**config.mk**
```make
export PLATFORM = sky130hd
export DESIGN_NAME = ccd_clock_config
export DESIGN_NICKNAME = d
export VERILOG_FILES = /design/src/common/ccd_pkg.sv /design/src/hw/ccd_clock_config.sv
export SDC_FILE = /design/constraint.sdc
export NUM_CORES = 1
export LEC_CHECK = 0
export BUFFER_PORTS_ARGS = -buffer_cell sky130_fd_sc_hd__buf_4
export CORE_UTILIZATION = 35
export DETAILED_ROUTE_END_ITERATION = 7
export PLACE_DENSITY = 0.63
export SETUP_SLACK_MARGIN = 0.3
export SYNTH_ARGS = -nofsm -noshare
export SYNTH_HDL_FRONTEND = slang
export SYNTH_SLANG_ARGS = --single-unit
```
**constraint.sdc**
```tcl
create_clock -name i_clk -period 5.05 [get_ports i_clk]
set_clock_uncertainty 0.05 [all_clocks]
set_input_delay 0.505 -clock i_clk [delete_from_list [all_inputs] [get_ports i_clk]]
set_output_delay 0.505 -clock i_clk [all_outputs]
set_load 0.1 [all_outputs]
```
**src/common/ccd_pkg.sv**
```systemverilog
// Purpose: Shared constants and carriers for the clock divider and skew configuration block
// Assumes: Byte-indexed configuration access from the two-wire management bus engine
// Notes:   Offsets are the byte indices the host uses

package ccd_pkg;

  // Register byte indices
  localparam logic [7:0] CCD_OFS_MEM_PROC_DIV  = 8'h0f;
  localparam logic [7:0] CCD_OFS_GFX_LINK_DIV  = 8'h10;
  localparam logic [7:0] CCD_OFS_INV_SLOT_DIV  = 8'h11;
  localparam logic [7:0] CCD_OFS_COARSE_SKEW   = 8'h12;
  localparam logic [7:0] CCD_OFS_LINK_GFX_DLY  = 8'h13;
  localparam logic [7:0] CCD_OFS_SLOT_DLY      = 8'h14;
  localparam logic [7:0] CCD_OFS_SLEW_LOW      = 8'h15;
  localparam logic [7:0] CCD_OFS_SLEW_HIGH     = 8'h16;
  localparam logic [7:0] CCD_OFS_OUT_GATE      = 8'h17;
  localparam int         CCD_NUM_REGS          = 9;

  // Reset values of registers that do not follow the latched select
  localparam logic [7:0] CCD_RST_INV_HIGH      = 8'h00;
  localparam logic [7:0] CCD_RST_COARSE_SKEW   = 8'hc0;
  localparam logic [7:0] CCD_RST_LINK_GFX_DLY  = 8'h88;
  localparam logic [7:0] CCD_RST_SLOT_DLY      = 8'h44;
  localparam logic [7:0] CCD_RST_SLEW_LOW      = 8'h00;
  localparam logic [7:0] CCD_RST_SLEW_HIGH     = 8'h00;
  localparam logic [7:0] CCD_RST_OUT_GATE      = 8'h7f;

  // Writable bits; reserved and read-only bits are masked
  localparam logic [7:0] CCD_WMASK_COARSE_SKEW = 8'hf1;
  localparam logic [7:0] CCD_WMASK_SLEW_HIGH   = 8'hcf;
  localparam logic [7:0] CCD_WMASK_OUT_GATE    = 8'hbf;
  localparam int         CCD_BIT_MULT_PIN      = 6;
  localparam int         CCD_BIT_FREE_RUN      = 0;
  localparam int         CCD_BIT_MEM_GATE      = 5;

  // Group indices
  localparam int         CCD_GRP_PROC          = 0;
  localparam int         CCD_GRP_MEM           = 1;
  localparam int         CCD_GRP_GFX           = 2;
  localparam int         CCD_GRP_LINK          = 3;
  localparam int         CCD_GRP_SLOT          = 4;
  localparam int         CCD_NUM_GRP           = 5;

  // Delay figures in picoseconds
  localparam int         CCD_COARSE_STEP_PS    = 250;
  localparam int         CCD_LADDER_BASE_PS    = 1850;
  localparam int         CCD_LADDER_STEP_PS    = 150;

  typedef enum logic [1:0] {CCD_SLEW_NORMAL, CCD_SLEW_STRONG, CCD_SLEW_WEAK} ccd_slew_t;

  typedef struct packed {
    logic       wr;
    logic       rd;
    logic [7:0] addr;
    logic [7:0] wdata;
  } ccd_req_t;

  typedef struct packed {
    logic [3:0] slot;
    logic [3:0] link;
    logic [3:0] graphics;
    logic [3:0] memory;
    logic [3:0] processor;
  } ccd_div_t;

  typedef struct packed {
    logic slot;
    logic link;
    logic graphics;
    logic memory;
    logic processor;
  } ccd_clk_t;

  typedef struct packed {
    logic [1:0]  proc_coarse_code;
    logic [9:0]  proc_coarse_ps;
    logic [1:0]  mem_coarse_code;
    logic [9:0]  mem_coarse_ps;
    logic        mid_rate_free_run;
    logic [3:0]  link_delay_code;
    logic [12:0] link_delay_ps;
    logic [3:0]  gfx_delay_code;
    logic [12:0] gfx_delay_ps;
    logic [3:0]  free_slot_delay_code;
    logic [12:0] free_slot_delay_ps;
    logic [3:0]  stop_slot_delay_code;
    logic [12:0] stop_slot_delay_ps;
    ccd_slew_t   usb_sel_slew;
    ccd_slew_t   gfx_slew;
    ccd_slew_t   link_slew;
    ccd_slew_t   ref_slew;
    ccd_slew_t   mem_slew;
    ccd_slew_t   free_slot_slew;
    ccd_slew_t   stop_slot_slew;
    logic        iref_enable;
    logic        drive_multiplier;
    logic        mem_enable;
    logic        usb48_enable;
    logic        usb_sel_enable;
    logic [2:0]  ref_enable;
  } ccd_ctl_t;

endpackage

```
**src/hw/ccd_clock_config.sv**
```systemverilog
// Purpose: Divider, phase, skew, slew and output-gate configuration of a clock synthesizer
// Assumes: i_clk stands in for the synthesizer source; byte access comes from the bus engine
// Notes:   Delay codes go to analog cells as codes plus picosecond figures; slew codes go as decoded strengths
//
// Operation
// - Memory clock ratio from first divider byte upper nibble, primary table.
// - Processor clock ratio from first divider byte lower nibble, primary table.
// - Graphics clock ratio from second divider byte upper nibble, primary table.
// - Link clock ratio from second divider byte lower nibble, primary table.
// - Slot clock ratio from third divider byte lower nibble; latched default.
// - Primary table: base 2,3,5,7 scaled by 1,2,4,8.
// - Secondary table: base 4,3,5,7 scaled by 1,2,4,8.
// - Third divider byte bits 7..4 invert graphics, link, memory, processor.
// - Processor coarse delay 0..750 ps in 250 ps steps, reset code 11.
// - Memory coarse delay 0..750 ps after processor, reset code 00.
// - Free-run bit frees mid-rate group from processor clock, reset 0.
// - Link delay 1.85 to 4.10 ns, 0.15 ns steps, reset 1000.
// - Graphics delay on the same ladder, reset 1000.
// - Free-running slot delay on the ladder, reset 0100.
// - Stoppable slot delay on the ladder, reset 0100.
// - Slew codes: 01 strong, 10 weak, else normal; reset 00.
// - Same slew coding for memory and both slot groups.
// - Output byte: current reference, pin readback, six output gates.
// - Programmed ratios ignored unless programming enable is set.

`timescale 1ns/1ps

module ccd_clock_config
  import ccd_pkg::*;
#(
  parameter logic [5:0] FREE_RUN_RATIO = 6'h03
)
(
  // Clock and reset
  input  wire logic                i_clk,
  input  wire logic                i_rst_b,
  // Byte access
  input  wire ccd_pkg::ccd_req_t   i_req,
  output logic [7:0]               o_rdata,
  output logic                     o_rd_valid,
  // Straps and enables
  input  wire ccd_pkg::ccd_div_t   i_latched_div,
  input  wire logic                i_prog_enable,
  input  wire logic                i_drive_multiplier_pin,
  // Clock outputs and analog controls
  output ccd_pkg::ccd_clk_t        o_clk,
  output ccd_pkg::ccd_ctl_t        o_ctl
);
  import ccd_pkg::*;

  typedef struct packed {
    logic [CCD_NUM_REGS-1:0][7:0] cfg;
    logic [CCD_NUM_GRP-1:0][5:0]  ratio;
    logic [CCD_NUM_GRP-1:0][5:0]  cnt;
    logic [CCD_NUM_GRP-1:0]       flip;
    logic [CCD_NUM_GRP-1:0]       clk;
    logic                         mem_out;
    logic [2:0]                   mult_sync;
    logic                         mult_stable;
    ccd_ctl_t                     ctl;
    logic [7:0]                   rdata;
    logic                         rd_valid;
  } ccd_state_t;

  ccd_state_t                  st_reg;
  ccd_state_t                  st_next;
  logic [CCD_NUM_GRP-1:0][5:0] eff_ratio;
  logic [CCD_NUM_GRP-1:0]      flip_src;

  function automatic logic [5:0] prim_ratio(input logic [3:0] f);
    logic [5:0] base;
    base = 6'h00;
    case (f[1:0])
      2'b00:   base = 6'h02;
      2'b01:   base = 6'h03;
      2'b10:   base = 6'h05;
      default: base = 6'h07;
    endcase
    return 6'(base << f[3:2]);
  endfunction

  function automatic logic [5:0] sec_ratio(input logic [3:0] f);
    logic [5:0] r;
    r = prim_ratio(f);
    if (f[1:0] == 2'b00)
    begin
      r = 6'(6'h04 << f[3:2]);
    end
    return r;
  endfunction

  function automatic logic [12:0] ladder_ps(input logic [3:0] code);
    return 13'(CCD_LADDER_BASE_PS + CCD_LADDER_STEP_PS * int'(code));
  endfunction

  function automatic logic [9:0] coarse_ps(input logic [1:0] code);
    return 10'(CCD_COARSE_STEP_PS * int'(code));
  endfunction

  function automatic ccd_slew_t slew_decode(input logic [1:0] code);
    ccd_slew_t s;
    s = CCD_SLEW_NORMAL;
    case (code)
      2'b01:   s = CCD_SLEW_STRONG;
      2'b10:   s = CCD_SLEW_WEAK;
      default: s = CCD_SLEW_NORMAL;
    endcase
    return s;
  endfunction

  function automatic logic [7:0] write_mask(input logic [7:0] addr);
    logic [7:0] m;
    m = 8'hff;
    case (addr)
      CCD_OFS_COARSE_SKEW: m = CCD_WMASK_COARSE_SKEW;
      CCD_OFS_SLEW_HIGH:   m = CCD_WMASK_SLEW_HIGH;
      CCD_OFS_OUT_GATE:    m = CCD_WMASK_OUT_GATE;
      default:             m = 8'hff;
    endcase
    return m;
  endfunction

  function automatic logic in_map(input logic [7:0] addr);
    return (addr >= CCD_OFS_MEM_PROC_DIV) && (addr <= CCD_OFS_OUT_GATE);
  endfunction

  function automatic int reg_idx(input logic [7:0] addr);
    return int'(addr - CCD_OFS_MEM_PROC_DIV);
  endfunction

  // Effective ratio per group; straps rule while programming is off, except graphics while the free-run bit is set
  always_comb
  begin
    if (i_prog_enable)
    begin
      eff_ratio[CCD_GRP_MEM]  = prim_ratio(st_reg.cfg[0][7:4]);
      eff_ratio[CCD_GRP_PROC] = prim_ratio(st_reg.cfg[0][3:0]);
      eff_ratio[CCD_GRP_GFX]  = prim_ratio(st_reg.cfg[1][7:4]);
      eff_ratio[CCD_GRP_LINK] = prim_ratio(st_reg.cfg[1][3:0]);
      eff_ratio[CCD_GRP_SLOT] = sec_ratio(st_reg.cfg[2][3:0]);
    end
    else
    begin
      eff_ratio[CCD_GRP_MEM]  = prim_ratio(i_latched_div.memory);
      eff_ratio[CCD_GRP_PROC] = prim_ratio(i_latched_div.processor);
      eff_ratio[CCD_GRP_GFX]  = prim_ratio(i_latched_div.graphics);
      eff_ratio[CCD_GRP_LINK] = prim_ratio(i_latched_div.link);
      eff_ratio[CCD_GRP_SLOT] = sec_ratio(i_latched_div.slot);
    end
    // Free-running mid-rate group leaves the processor-derived ratio
    if (st_reg.cfg[3][CCD_BIT_FREE_RUN])
    begin
      eff_ratio[CCD_GRP_GFX] = FREE_RUN_RATIO;
    end
  end

  // Slot group has no inversion bit
  assign flip_src = {1'b0, st_reg.cfg[2][6], st_reg.cfg[2][7], st_reg.cfg[2][5], st_reg.cfg[2][4]};

  always_comb
  begin
    st_next = st_reg;
    st_next.rd_valid = 1'b0;

    // Pin readback: second and third stage must agree before it counts
    st_next.mult_sync = {st_reg.mult_sync[1:0], i_drive_multiplier_pin};
    if (st_reg.mult_sync[2] == st_reg.mult_sync[1])
    begin
      st_next.mult_stable = st_reg.mult_sync[2];
    end

    if (i_req.wr && in_map(i_req.addr))
    begin
      st_next.cfg[reg_idx(i_req.addr)] = i_req.wdata & write_mask(i_req.addr);
    end

    // Unmapped reads answer zero
    if (i_req.rd)
    begin
      st_next.rd_valid = 1'b1;
      st_next.rdata    = 8'h00;
      if (in_map(i_req.addr))
      begin
        st_next.rdata = st_reg.cfg[reg_idx(i_req.addr)];
        if (i_req.addr == CCD_OFS_OUT_GATE)
        begin
          st_next.rdata[CCD_BIT_MULT_PIN] = st_reg.mult_stable;
        end
      end
    end

    // Dividers reload only at wrap so no runt pulse reaches a load
    for (int g = 0; g < CCD_NUM_GRP; g++)
    begin
      if (st_reg.cnt[g] >= st_reg.ratio[g] - 6'h01)
      begin
        st_next.cnt[g]   = 6'h00;
        st_next.ratio[g] = eff_ratio[g];
        st_next.flip[g]  = flip_src[g];
      end
      else
      begin
        st_next.cnt[g] = st_reg.cnt[g] + 6'h01;
      end
      st_next.clk[g] = st_next.flip[g] ^ (st_next.cnt[g] < (st_next.ratio[g] >> 1));
    end
    st_next.mem_out = st_next.clk[CCD_GRP_MEM] & st_reg.cfg[8][CCD_BIT_MEM_GATE];

    st_next.ctl.proc_coarse_code     = st_reg.cfg[3][7:6];
    st_next.ctl.proc_coarse_ps       = coarse_ps(st_reg.cfg[3][7:6]);
    st_next.ctl.mem_coarse_code      = st_reg.cfg[3][5:4];
    st_next.ctl.mem_coarse_ps        = coarse_ps(st_reg.cfg[3][5:4]);
    st_next.ctl.mid_rate_free_run    = st_reg.cfg[3][CCD_BIT_FREE_RUN];
    st_next.ctl.link_delay_code      = st_reg.cfg[4][7:4];
    st_next.ctl.link_delay_ps        = ladder_ps(st_reg.cfg[4][7:4]);
    st_next.ctl.gfx_delay_code       = st_reg.cfg[4][3:0];
    st_next.ctl.gfx_delay_ps         = ladder_ps(st_reg.cfg[4][3:0]);
    st_next.ctl.free_slot_delay_code = st_reg.cfg[5][7:4];
    st_next.ctl.free_slot_delay_ps   = ladder_ps(st_reg.cfg[5][7:4]);
    st_next.ctl.stop_slot_delay_code = st_reg.cfg[5][3:0];
    st_next.ctl.stop_slot_delay_ps   = ladder_ps(st_reg.cfg[5][3:0]);
    st_next.ctl.usb_sel_slew         = slew_decode(st_reg.cfg[6][7:6]);
    st_next.ctl.gfx_slew             = slew_decode(st_reg.cfg[6][5:4]);
    st_next.ctl.link_slew            = slew_decode(st_reg.cfg[6][3:2]);
    st_next.ctl.ref_slew             = slew_decode(st_reg.cfg[6][1:0]);
    st_next.ctl.mem_slew             = slew_decode(st_reg.cfg[7][7:6]);
    st_next.ctl.free_slot_slew       = slew_decode(st_reg.cfg[7][3:2]);
    st_next.ctl.stop_slot_slew       = slew_decode(st_reg.cfg[7][1:0]);
    st_next.ctl.iref_enable          = st_reg.cfg[8][7];
    st_next.ctl.drive_multiplier     = st_reg.mult_stable;
    st_next.ctl.mem_enable           = st_reg.cfg[8][5];
    st_next.ctl.usb48_enable         = st_reg.cfg[8][4];
    st_next.ctl.usb_sel_enable       = st_reg.cfg[8][3];
    st_next.ctl.ref_enable           = st_reg.cfg[8][2:0];
  end

  // Synchronous reset may load the strap nibbles
  always_ff @(posedge i_clk)
  begin
    if (!i_rst_b)
    begin
      st_reg          <= '0;
      st_reg.cfg[0]   <= {i_latched_div.memory, i_latched_div.processor};
      st_reg.cfg[1]   <= {i_latched_div.graphics, i_latched_div.link};
      st_reg.cfg[2]   <= {CCD_RST_INV_HIGH[7:4], i_latched_div.slot};
      st_reg.cfg[3]   <= CCD_RST_COARSE_SKEW;
      st_reg.cfg[4]   <= CCD_RST_LINK_GFX_DLY;
      st_reg.cfg[5]   <= CCD_RST_SLOT_DLY;
      st_reg.cfg[6]   <= CCD_RST_SLEW_LOW;
      st_reg.cfg[7]   <= CCD_RST_SLEW_HIGH;
      st_reg.cfg[8]   <= CCD_RST_OUT_GATE & CCD_WMASK_OUT_GATE;
      st_reg.ratio    <= {CCD_NUM_GRP{6'h02}};
      st_reg.clk      <= {CCD_NUM_GRP{1'b1}};
      st_reg.mult_sync <= 3'h7;
      st_reg.mult_stable <= 1'b1;
    end
    else
    begin
      st_reg <= st_next;
    end
  end

  assign o_rdata    = st_reg.rdata;
  assign o_rd_valid = st_reg.rd_valid;
  assign o_ctl      = st_reg.ctl;
  assign o_clk      = '{slot: st_reg.clk[CCD_GRP_SLOT], link: st_reg.clk[CCD_GRP_LINK],
                        graphics: st_reg.clk[CCD_GRP_GFX], memory: st_reg.mem_out,
                        processor: st_reg.clk[CCD_GRP_PROC]};

  AST_MEM_RATIO:
  assert property (@(posedge i_clk) disable iff (!i_rst_b)
    (i_prog_enable && st_reg.cfg[0][7:4] == 4'hf) |-> eff_ratio[CCD_GRP_MEM] == 6'd56)
    else $error("memory ratio not 56 for code f");

  AST_PROC_RATIO:
  assert property (@(posedge i_clk) disable iff (!i_rst_b)
    (i_prog_enable && st_reg.cfg[0][3:0] == 4'h6) |-> eff_ratio[CCD_GRP_PROC] == 6'd10)
    else $error("processor ratio not 10 for code 6");

  AST_GFX_RATIO:
  assert property (@(posedge i_clk) disable iff (!i_rst_b)
    (i_prog_enable && !st_reg.cfg[3][0] && st_reg.cfg[1][7:4] == 4'h5) |-> eff_ratio[CCD_GRP_GFX] == 6'd6)
    else $error("graphics ratio not 6 for code 5");

  AST_LINK_RATIO:
  assert property (@(posedge i_clk) disable iff (!i_rst_b)
    (i_prog_enable && st_reg.cfg[1][3:0] == 4'hb) |-> eff_ratio[CCD_GRP_LINK] == 6'd28)
    else $error("link ratio not 28 for code b");

  AST_SLOT_SEC:
  assert property (@(posedge i_clk) disable iff (!i_rst_b)
    (i_prog_enable && st_reg.cfg[2][3:0] == 4'hc) |-> eff_ratio[CCD_GRP_SLOT] == 6'd32)
    else $error("slot ratio not 32 for code c");

  AST_PRIM_BASE:
  assert property (@(posedge i_clk) disable iff (!i_rst_b)
    (i_prog_enable && st_reg.cfg[0][3:0] == 4'h0) |-> eff_ratio[CCD_GRP_PROC] == 6'd2)
    else $error("primary table base not 2");

  AST_FLIP_PHASE:
  assert property (@(posedge i_clk) disable iff (!i_rst_b)
    st_reg.cnt[CCD_GRP_PROC] == 6'h00 |-> st_reg.clk[CCD_GRP_PROC] != st_reg.flip[CCD_GRP_PROC])
    else $error("processor phase does not follow inversion");

  AST_PROC_COARSE:
  assert property (@(posedge i_clk) disable iff (!i_rst_b)
    st_reg.cfg[3][7:6] == 2'b11 |=> o_ctl.proc_coarse_ps == 10'd750)
    else $error("processor coarse delay not 750 ps");

  AST_FREE_RUN:
  assert property (@(posedge i_clk) disable iff (!i_rst_b)
    st_reg.cfg[3][0] |-> eff_ratio[CCD_GRP_GFX] == FREE_RUN_RATIO)
    else $error("mid-rate group not free running");

  AST_LINK_LADDER:
  assert property (@(posedge i_clk) disable iff (!i_rst_b)
    st_reg.cfg[4][7:4] == 4'hf |=> o_ctl.link_delay_ps == 13'd4100)
    else $error("link delay top step not 4100 ps");

  AST_SLEW_STRONG:
  assert property (@(posedge i_clk) disable iff (!i_rst_b)
    st_reg.cfg[6][5:4] == 2'b01 |=> o_ctl.gfx_slew == CCD_SLEW_STRONG)
    else $error("graphics slew code 01 not strong");

  AST_MEM_GATE:
  assert property (@(posedge i_clk) disable iff (!i_rst_b)
    !st_reg.cfg[8][5] |=> !o_clk.memory)
    else $error("memory clock runs while gated");

  AST_STRAP_RULES:
  assert property (@(posedge i_clk) disable iff (!i_rst_b)
    !i_prog_enable |-> eff_ratio[CCD_GRP_MEM] == prim_ratio(i_latched_div.memory))
    else $error("programmed ratio used while programming disabled");

  AST_WRAP_ONLY:
  assert property (@(posedge i_clk) disable iff (!i_rst_b)
    $changed(st_reg.ratio[CCD_GRP_LINK]) |-> $past(st_reg.cnt[CCD_GRP_LINK]) == $past(st_reg.ratio[CCD_GRP_LINK]) - 6'h01)
    else $error("link ratio changed mid period");

endmodule

```
==> results of run 1 <==
report_power, final:
group          internal [W]  total [W]  switching (W)
registers           0.00220    0.00236       0.000160
logic               0.00101    0.00256        0.00155
clock network       0.00143    0.00233       0.000898
cell families (layout without fill, tap and decap cells):
| group | after synthesis | count (layout) | synth area share (%) |
|---|---|---|---|
| muxes | 62 | 62 | 5.40 |
| AOI/OAI and AO/OA | 328 | 328 | 14.5 |
| adders and majority gates | 146 | 146 | 12.2 |
| xor gates and xnor gates | 92 | 92 | 5.34 |
| buffers and inverters | 273 | 300 | 10.1 |
| DFF | 254 | 254 | 34.7 |
| and+or+nand+nor | 542 | 542 | 17.7 |
| other | 1 | 7 | 0.0246 |
cells in the final DEF (no fill, tap or decap), types with 14 or more instances in the layout:
master	netlist	final
ha_1	142	142
clkbuf_16	0	31
nor3b_1	24	24
and3_1	17	17
nand2b_1	17	17
nor2b_1	32	32
edfxtp_1	20	20
mux2i_1	45	45
nor2_1	175	175
xor2_1	46	46
o21a_1	21	21
dfxtp_1	234	234
nand3_1	45	45
xnor2_1	45	45
o21ai_0	79	79
a21oi_1	64	64
mux4_2	16	16
nand2_1	98	98
o2bb2ai_1	16	16
and2_1	36	36
buf_4	132	170
nor3_1	54	54
a21o_1	14	14
inv_1	72	72
a211oi_1	16	16
stage by stage:
step,instances,worst slack [ns],utilization [%]
3_3_place_gp,2259,1.33,37.2
3_5_place_dp,2259,1.23,37.2
2_1_floorplan,1703,1.52,-
4_1_cts,2315,1.20,39.7
5_1_grt,2316,0.867,39.7
6_report,2316,1.21,39.7
how the worst max path moves through the flow:
stage	start	endpoint	slack, ns	depth (start not counted)
after floorplan	st_reg[175]	o_clk[1]	1.52	16
after global placement	st_reg[175]	o_clk[1]	1.33	14
after detailed placement	st_reg[175]	o_clk[1]	1.23	14
after CTS	st_reg[175]	o_clk[1]	1.20	14
after global routing	st_reg[175]	o_clk[1]	0.87	15
final	st_reg[175]	o_clk[1]	1.21	14
layout make-up:
| class | count | area [µm²] |
|---|---|---|
| well taps | 585 | 732 |
| fillers | 4342 | 25900 |
| diodes | 1 | 2.50 |
| clock buffers | 41 | 883 |
| multi-input cells | 1176 | 8420 |
| clock inverters | 15 | 191 |
| repair buffers | 171 | 1300 |
| flip-flops and latches | 254 | 5290 |
| inverters | 73 | 277 |
critical path: stages (launching register included):
cell	delay, ns
dfxtp_1	0.31
or3_1	0.40
nor3_1	0.19
xnor2_1	0.09
ha_1	0.28
o21a_1	0.14
o21a_1	0.12
a311o_1	0.71
mux2i_1	0.32
ha_1	0.28
a21o_1	0.19
a21o_1	0.18
a21oi_1	0.15
o221a_2	0.21
mux2i_1	0.17
routing by layer:
metal  vias to the layer above  global-route usage [%]
met5                         -                       0
met4                         0                    5.35
met3                        55                    2.71
met2                       301                    27.8
met1                      5567                    22.0
li1                       5872                       -
==> impl_metrics.yaml, run 1 <==
clock_tree:
  cts_tree: "yes"
  ctsHoldBuffers: 0
  clk_latency_ns: 0.57
  path_clk_slew_ns: 0.06
  cts_setup_buffers: 0
  ctsResizeCount: 0
  root_buffer: "clkbuf_16"
  h-tree-depth: 1
  clk_path_buf_depth: 3
  cts.sinks: 254
  cts_buffers: 31
timing:
  relSlewSlack_pct: 28.5
  hold_viol_final: 0
  finalSetupTns_ns: 0
  holdWs_ns: 0.0750
  rsz0062_at_grt: "no"
  fmax_mhz: 260
  finalSetupViolations: 0
  post-route-min-period_ns: 3.84
  fin_crit_sh_pct: 76.1
  worstMarginPinSlew_ns: 1.06
  drv_slew: 0
synth:
  synth_area_leaders: "dfxtp_1 31%, ha_1 12%, buf_4 6.5%"
  synth.top_cells.by_count: "234 x dfxtp_1, 175 x nor2_1, 142 x ha_1"
  ys_ff_latch: 254
  synth-edff-count: 20
  ys_warn_count: 0
  syn_avg_cell_area_um2: 8.96
  synth.distinct_cells: 80
  ys_seq_area_share_pct: 34.7
  yosysTopAreaCellShare_pct: 30.8
  synthArstFlopShare_pct: 0
  synth_most_common_cell: "dfxtp_1"
  synth.cell_area_mm2: 0.0152
  synthCells: 1698
  ys.flop_type: "dfxtp_1"
  synth_area_leader_cell: "dfxtp_1"
floorplanning:
  rows: 76
  die_h_um: 211
  initial_core_util_pct: 35.4
  die-area_mm2: 0.0443
  core_area_mm2: 0.0430
  die_width_um: 211
  pin_count: 171
detailed_routing:
  routed.top_layer: "met4"
  route.detailed.drc: 0
  wl_met2_mm: 17.5
  wirelength_mm: 37.6
  first_pass_iters: 5
  dr_total_vias: 11795
  via_per_inst: 5.09
  wire_per_inst_um: 16.2
  initialDrtViolationCount: 808
  met3_length_mm: 2.18
  drt.antenna.violating_nets: 0
  drt-met1-wl_mm: 17.0
power_and_ir_drop:
  pwr_density_cell_mw_per_mm2: 424
  irDropWorstVdd_uv: 331
  leakagePower_nw: 7.22
  power.total_w: 0.00724
cells_and_area:
  drive_above_1_share_pct: 15.3
  area_delta_synth_final_pct: 12.2
  fin_nets: 1895
  largest_reg_flops: 106
  finalInstanceArea_mm2: 0.0171
global_route:
  track_usage_pct: 16.7
  antenna_found_initial: 1
  grt_pass1_wl_mm: 59.4
  first_global_vias: 11124
  grt_max_degree: 83
  gr-total-overflow: 0
placement:
  dp_hpwl_mm: 28.3
  finalWeightedCongestion: 0.861
  numPortBuffers: 164
  placed_area_mm2: 0.0160
min_path:
  hold-path-endpoint: "st_next[126]"
  hold_class: "input pin to register"
  whs_path_depth: 2
  hold_start: "i_drive_multiplier_pin"
critical_path:
  r2r_slack_ns: 1.21
  r2r_cells: 14
  r2r_end: "o_clk[1]"
  cp-start-kind: "register"
  required_ns: 5.49
  r2r-start: "st_reg[175]"
  timing.setup.critical_path_class: "register to register"
  worstSetupEndpointType: "register"
  cp.arrival_ns: 4.29
  cp_max_fo: 24
status:
  status: "finished, final reports clean"
run:
  maxCapViolations: 0
Power figures use the tool's default switching activity.
==> run 2: changes to the inputs <==
--- a/config.mk
+++ b/config.mk
@@ -8,7 +8,7 @@
 export BUFFER_PORTS_ARGS = -buffer_cell sky130_fd_sc_hd__buf_4
 export CORE_UTILIZATION = 35
 export DETAILED_ROUTE_END_ITERATION = 7
-export PLACE_DENSITY = 0.63
+export PLACE_DENSITY = 0.65
 export SETUP_SLACK_MARGIN = 0.3
 export SYNTH_ARGS = -nofsm -noshare
 export SYNTH_HDL_FRONTEND = slang
==> constraint.sdc (replaced) <==
create_clock -name i_clk -period 3.1 [get_ports i_clk]
set_clock_uncertainty 0.05 [all_clocks]
set_input_delay 0.31 -clock i_clk [delete_from_list [all_inputs] [get_ports i_clk]]
set_output_delay 0.31 -clock i_clk [all_outputs]
set_load 0.1 [all_outputs]
==> impl_metrics.yaml, run 2 (synthesized netlist as in run 1, its figures left out) <==
critical_path:
  worstSetupEndpointType: "register"
  cp.arrival_ns: 3.85
  cp_max_fo: 8
  timing.setup.critical_path_class: "register to register"
  cp-start-kind: "register"
  r2r_cells: 14
  r2r_slack_ns: -0.29
  required_ns: 3.55
  r2r_end: "o_clk[1]"
  crit_end: "o_clk[1]"
  critPathLaunch: "st_reg[176]"
  r2r-start: "st_reg[176]"
clock_tree:
  cts_tree: "yes"
  root_buffer: "clkbuf_16"
  h-tree-depth: 1
  cts_buffers: 30
  path_clk_slew_ns: 0.06
  clk_path_buf_depth: 3
  cts.sinks: 254
  clk_latency_ns: 0.59
detailed_routing:
  dr_total_vias: 12515
  initialDrtViolationCount: 667
  drt.antenna.violating_nets: 0
  route.detailed.drc: 0
  first_pass_iters: 5
  via_per_inst: 5.04
  wirelength_mm: 41.1
  wire_per_inst_um: 16.5
power_and_ir_drop:
  irDropWorstVdd_uv: 688
  internal-power_w: 0.0101
  clkPwrFrac_pct: 26.0
  pwr_density_cell_mw_per_mm2: 780
  leakagePower_nw: 8.17
  pwr-share-seq_pct: 25.1
  p_sw_w: 0.00529
  switching_share_pct: 34.4
  comb_power_share_pct: 48.9
floorplanning:
  die_width_um: 211
  initial_core_util_pct: 35.4
  core_area_mm2: 0.0430
  die-area_mm2: 0.0443
  rows: 76
  die_h_um: 211
  pin_count: 171
timing:
  hold_viol_final: 0
  layout_setup_ws_ns: -0.293
  worstMarginPinSlew_ns: 0.923
  fmax_mhz: 295
  drv_slew: 0
  rsz0062_at_grt: "yes"
  post-route-min-period_ns: 3.39
  relSlewSlack_pct: 38.4
  holdWs_ns: 0.0231
  finalSetupViolations: 4
  fin_crit_sh_pct: 109
cells_and_area:
  fillers: 4062
  area_delta_synth_final_pct: 29.3
  fin_nets: 2058
  fin_util_pct: 45.8
  largest_reg_flops: 106
  layout_commonest_cell: "buf_4"
  drive_above_1_share_pct: 31.6
  mostFrequentLayoutCells: "293 x buf_4, 213 x dfxtp_1, 163 x nor2_1, 115 x ha_1, 93 x nand2_1"
  multi_input_area_mm2: 0.00951
  final-seq-area_mm2: 0.00534
global_route:
  antenna_found_initial: 4
  grt_max_degree: 55
  track_usage_pct: 17.8
  gr-total-overflow: 0
  first_global_vias: 12197
  grt_pass1_wl_mm: 63.4
run:
  maxCapViolations: 0
placement:
  dp_hpwl_mm: 29.3
  numPortBuffers: 164
  finalWeightedCongestion: 0.856
min_path:
  hold_class: "input pin to register"
  hold_start: "i_latched_div[15]"
status:
  status: "complete, but fails checks"
  violations: "setup timing"
==> run 2: cell types whose count changed in the layout (fill, tap and decap cells not counted), moves of 11 or more <==
cell / change
buf_6: +28
a21oi_1: -16
nor3_1: -12
inv_1: -13
ha_1: -27
nor2_1: -12
inv_2: +12
dfxtp_1: -21
o21ai_0: -15
a21oi_2: +14
ha_4: +22
buf_4: +123
dfxtp_2: +11
==> run 2: through the flow <==
step	total power (W)	instance area, µm²	worst slack (ns)	TNS (ns)	cells
final	0.0153	19700	-0.293	-0.566	2482
after floorplan	0.00760	15400	-0.179	-0.218	1703
after CTS	0.0147	18900	-0.264	-0.528	2463
after detailed placement	0.00914	16800	-0.390	-0.941	2348
after global routing	0.0162	19700	-0.406	-1.37	2481
after global placement	0.00897	16800	-0.245	-0.387	2348
==> run 2: worst min path at each step <==
stage	cells past startpoint	endpoint	slack, ns
finish	2	st_reg[210]	0.02
global route	2	st_reg[210]	0.02
CTS	2	st_reg[210]	0.0008
detailed placement	1	st_next[127]	0.38
global placement	1	st_next[127]	0.36
floorplan	1	st_next[127]	0.34
==> run 2: critical path: stages, from the launching register on <==
cell     delay [ns]
dfxtp_2        0.32
or3_4          0.40
nor3_4         0.15
xnor2_2        0.14
ha_1           0.27
o21a_1         0.13
o21a_1         0.11
a311o_2        0.41
mux2i_2        0.26
ha_1           0.29
a21o_1         0.17
a21o_1         0.15
a21oi_1        0.12
o221a_2        0.20
mux2i_1        0.16
==> run 2: layout make-up <==
class,count,share of cell area (%)
Clock inverter,21,1.75
Inverter,73,1.42
Antenna cell,3,0.0381
Tap cell,585,3.72
Sequential cell,254,27.1
Clock buffer,35,4.01
Timing Repair Buffer,334,13.7
Multi-Input combinational cell,1177,48.3
==> run 2: timing repair <==
item / CTS / global route
resized for setup: 129 / 114
gates cloned: 1 / 0
setup buffers: 50 / 16
endpoints found under the setup margin: 23 / 28
hold buffers: 8 / 0
hold endpoints to repair: 14 / 0
pin swaps: 57 / 63
==> run 2: power by group through the flow <==
stage          clock network (W)  registers, W  logic [W]
2_1_floorplan                  0       0.00383    0.00377
3_3_place_gp                   0       0.00389    0.00508
3_5_place_dp                   0       0.00389    0.00525
4_1_cts                  0.00407       0.00384    0.00677
5_1_grt                  0.00420       0.00388    0.00810
6_report                 0.00398       0.00385    0.00751
==> run 2: metal layers <==
metal,part of all wire [%],GRT usage [%]
met5,0.032,0
met4,3.1,5.85
met3,5.6,3.67
met2,49,31.2
met1,42,21.4
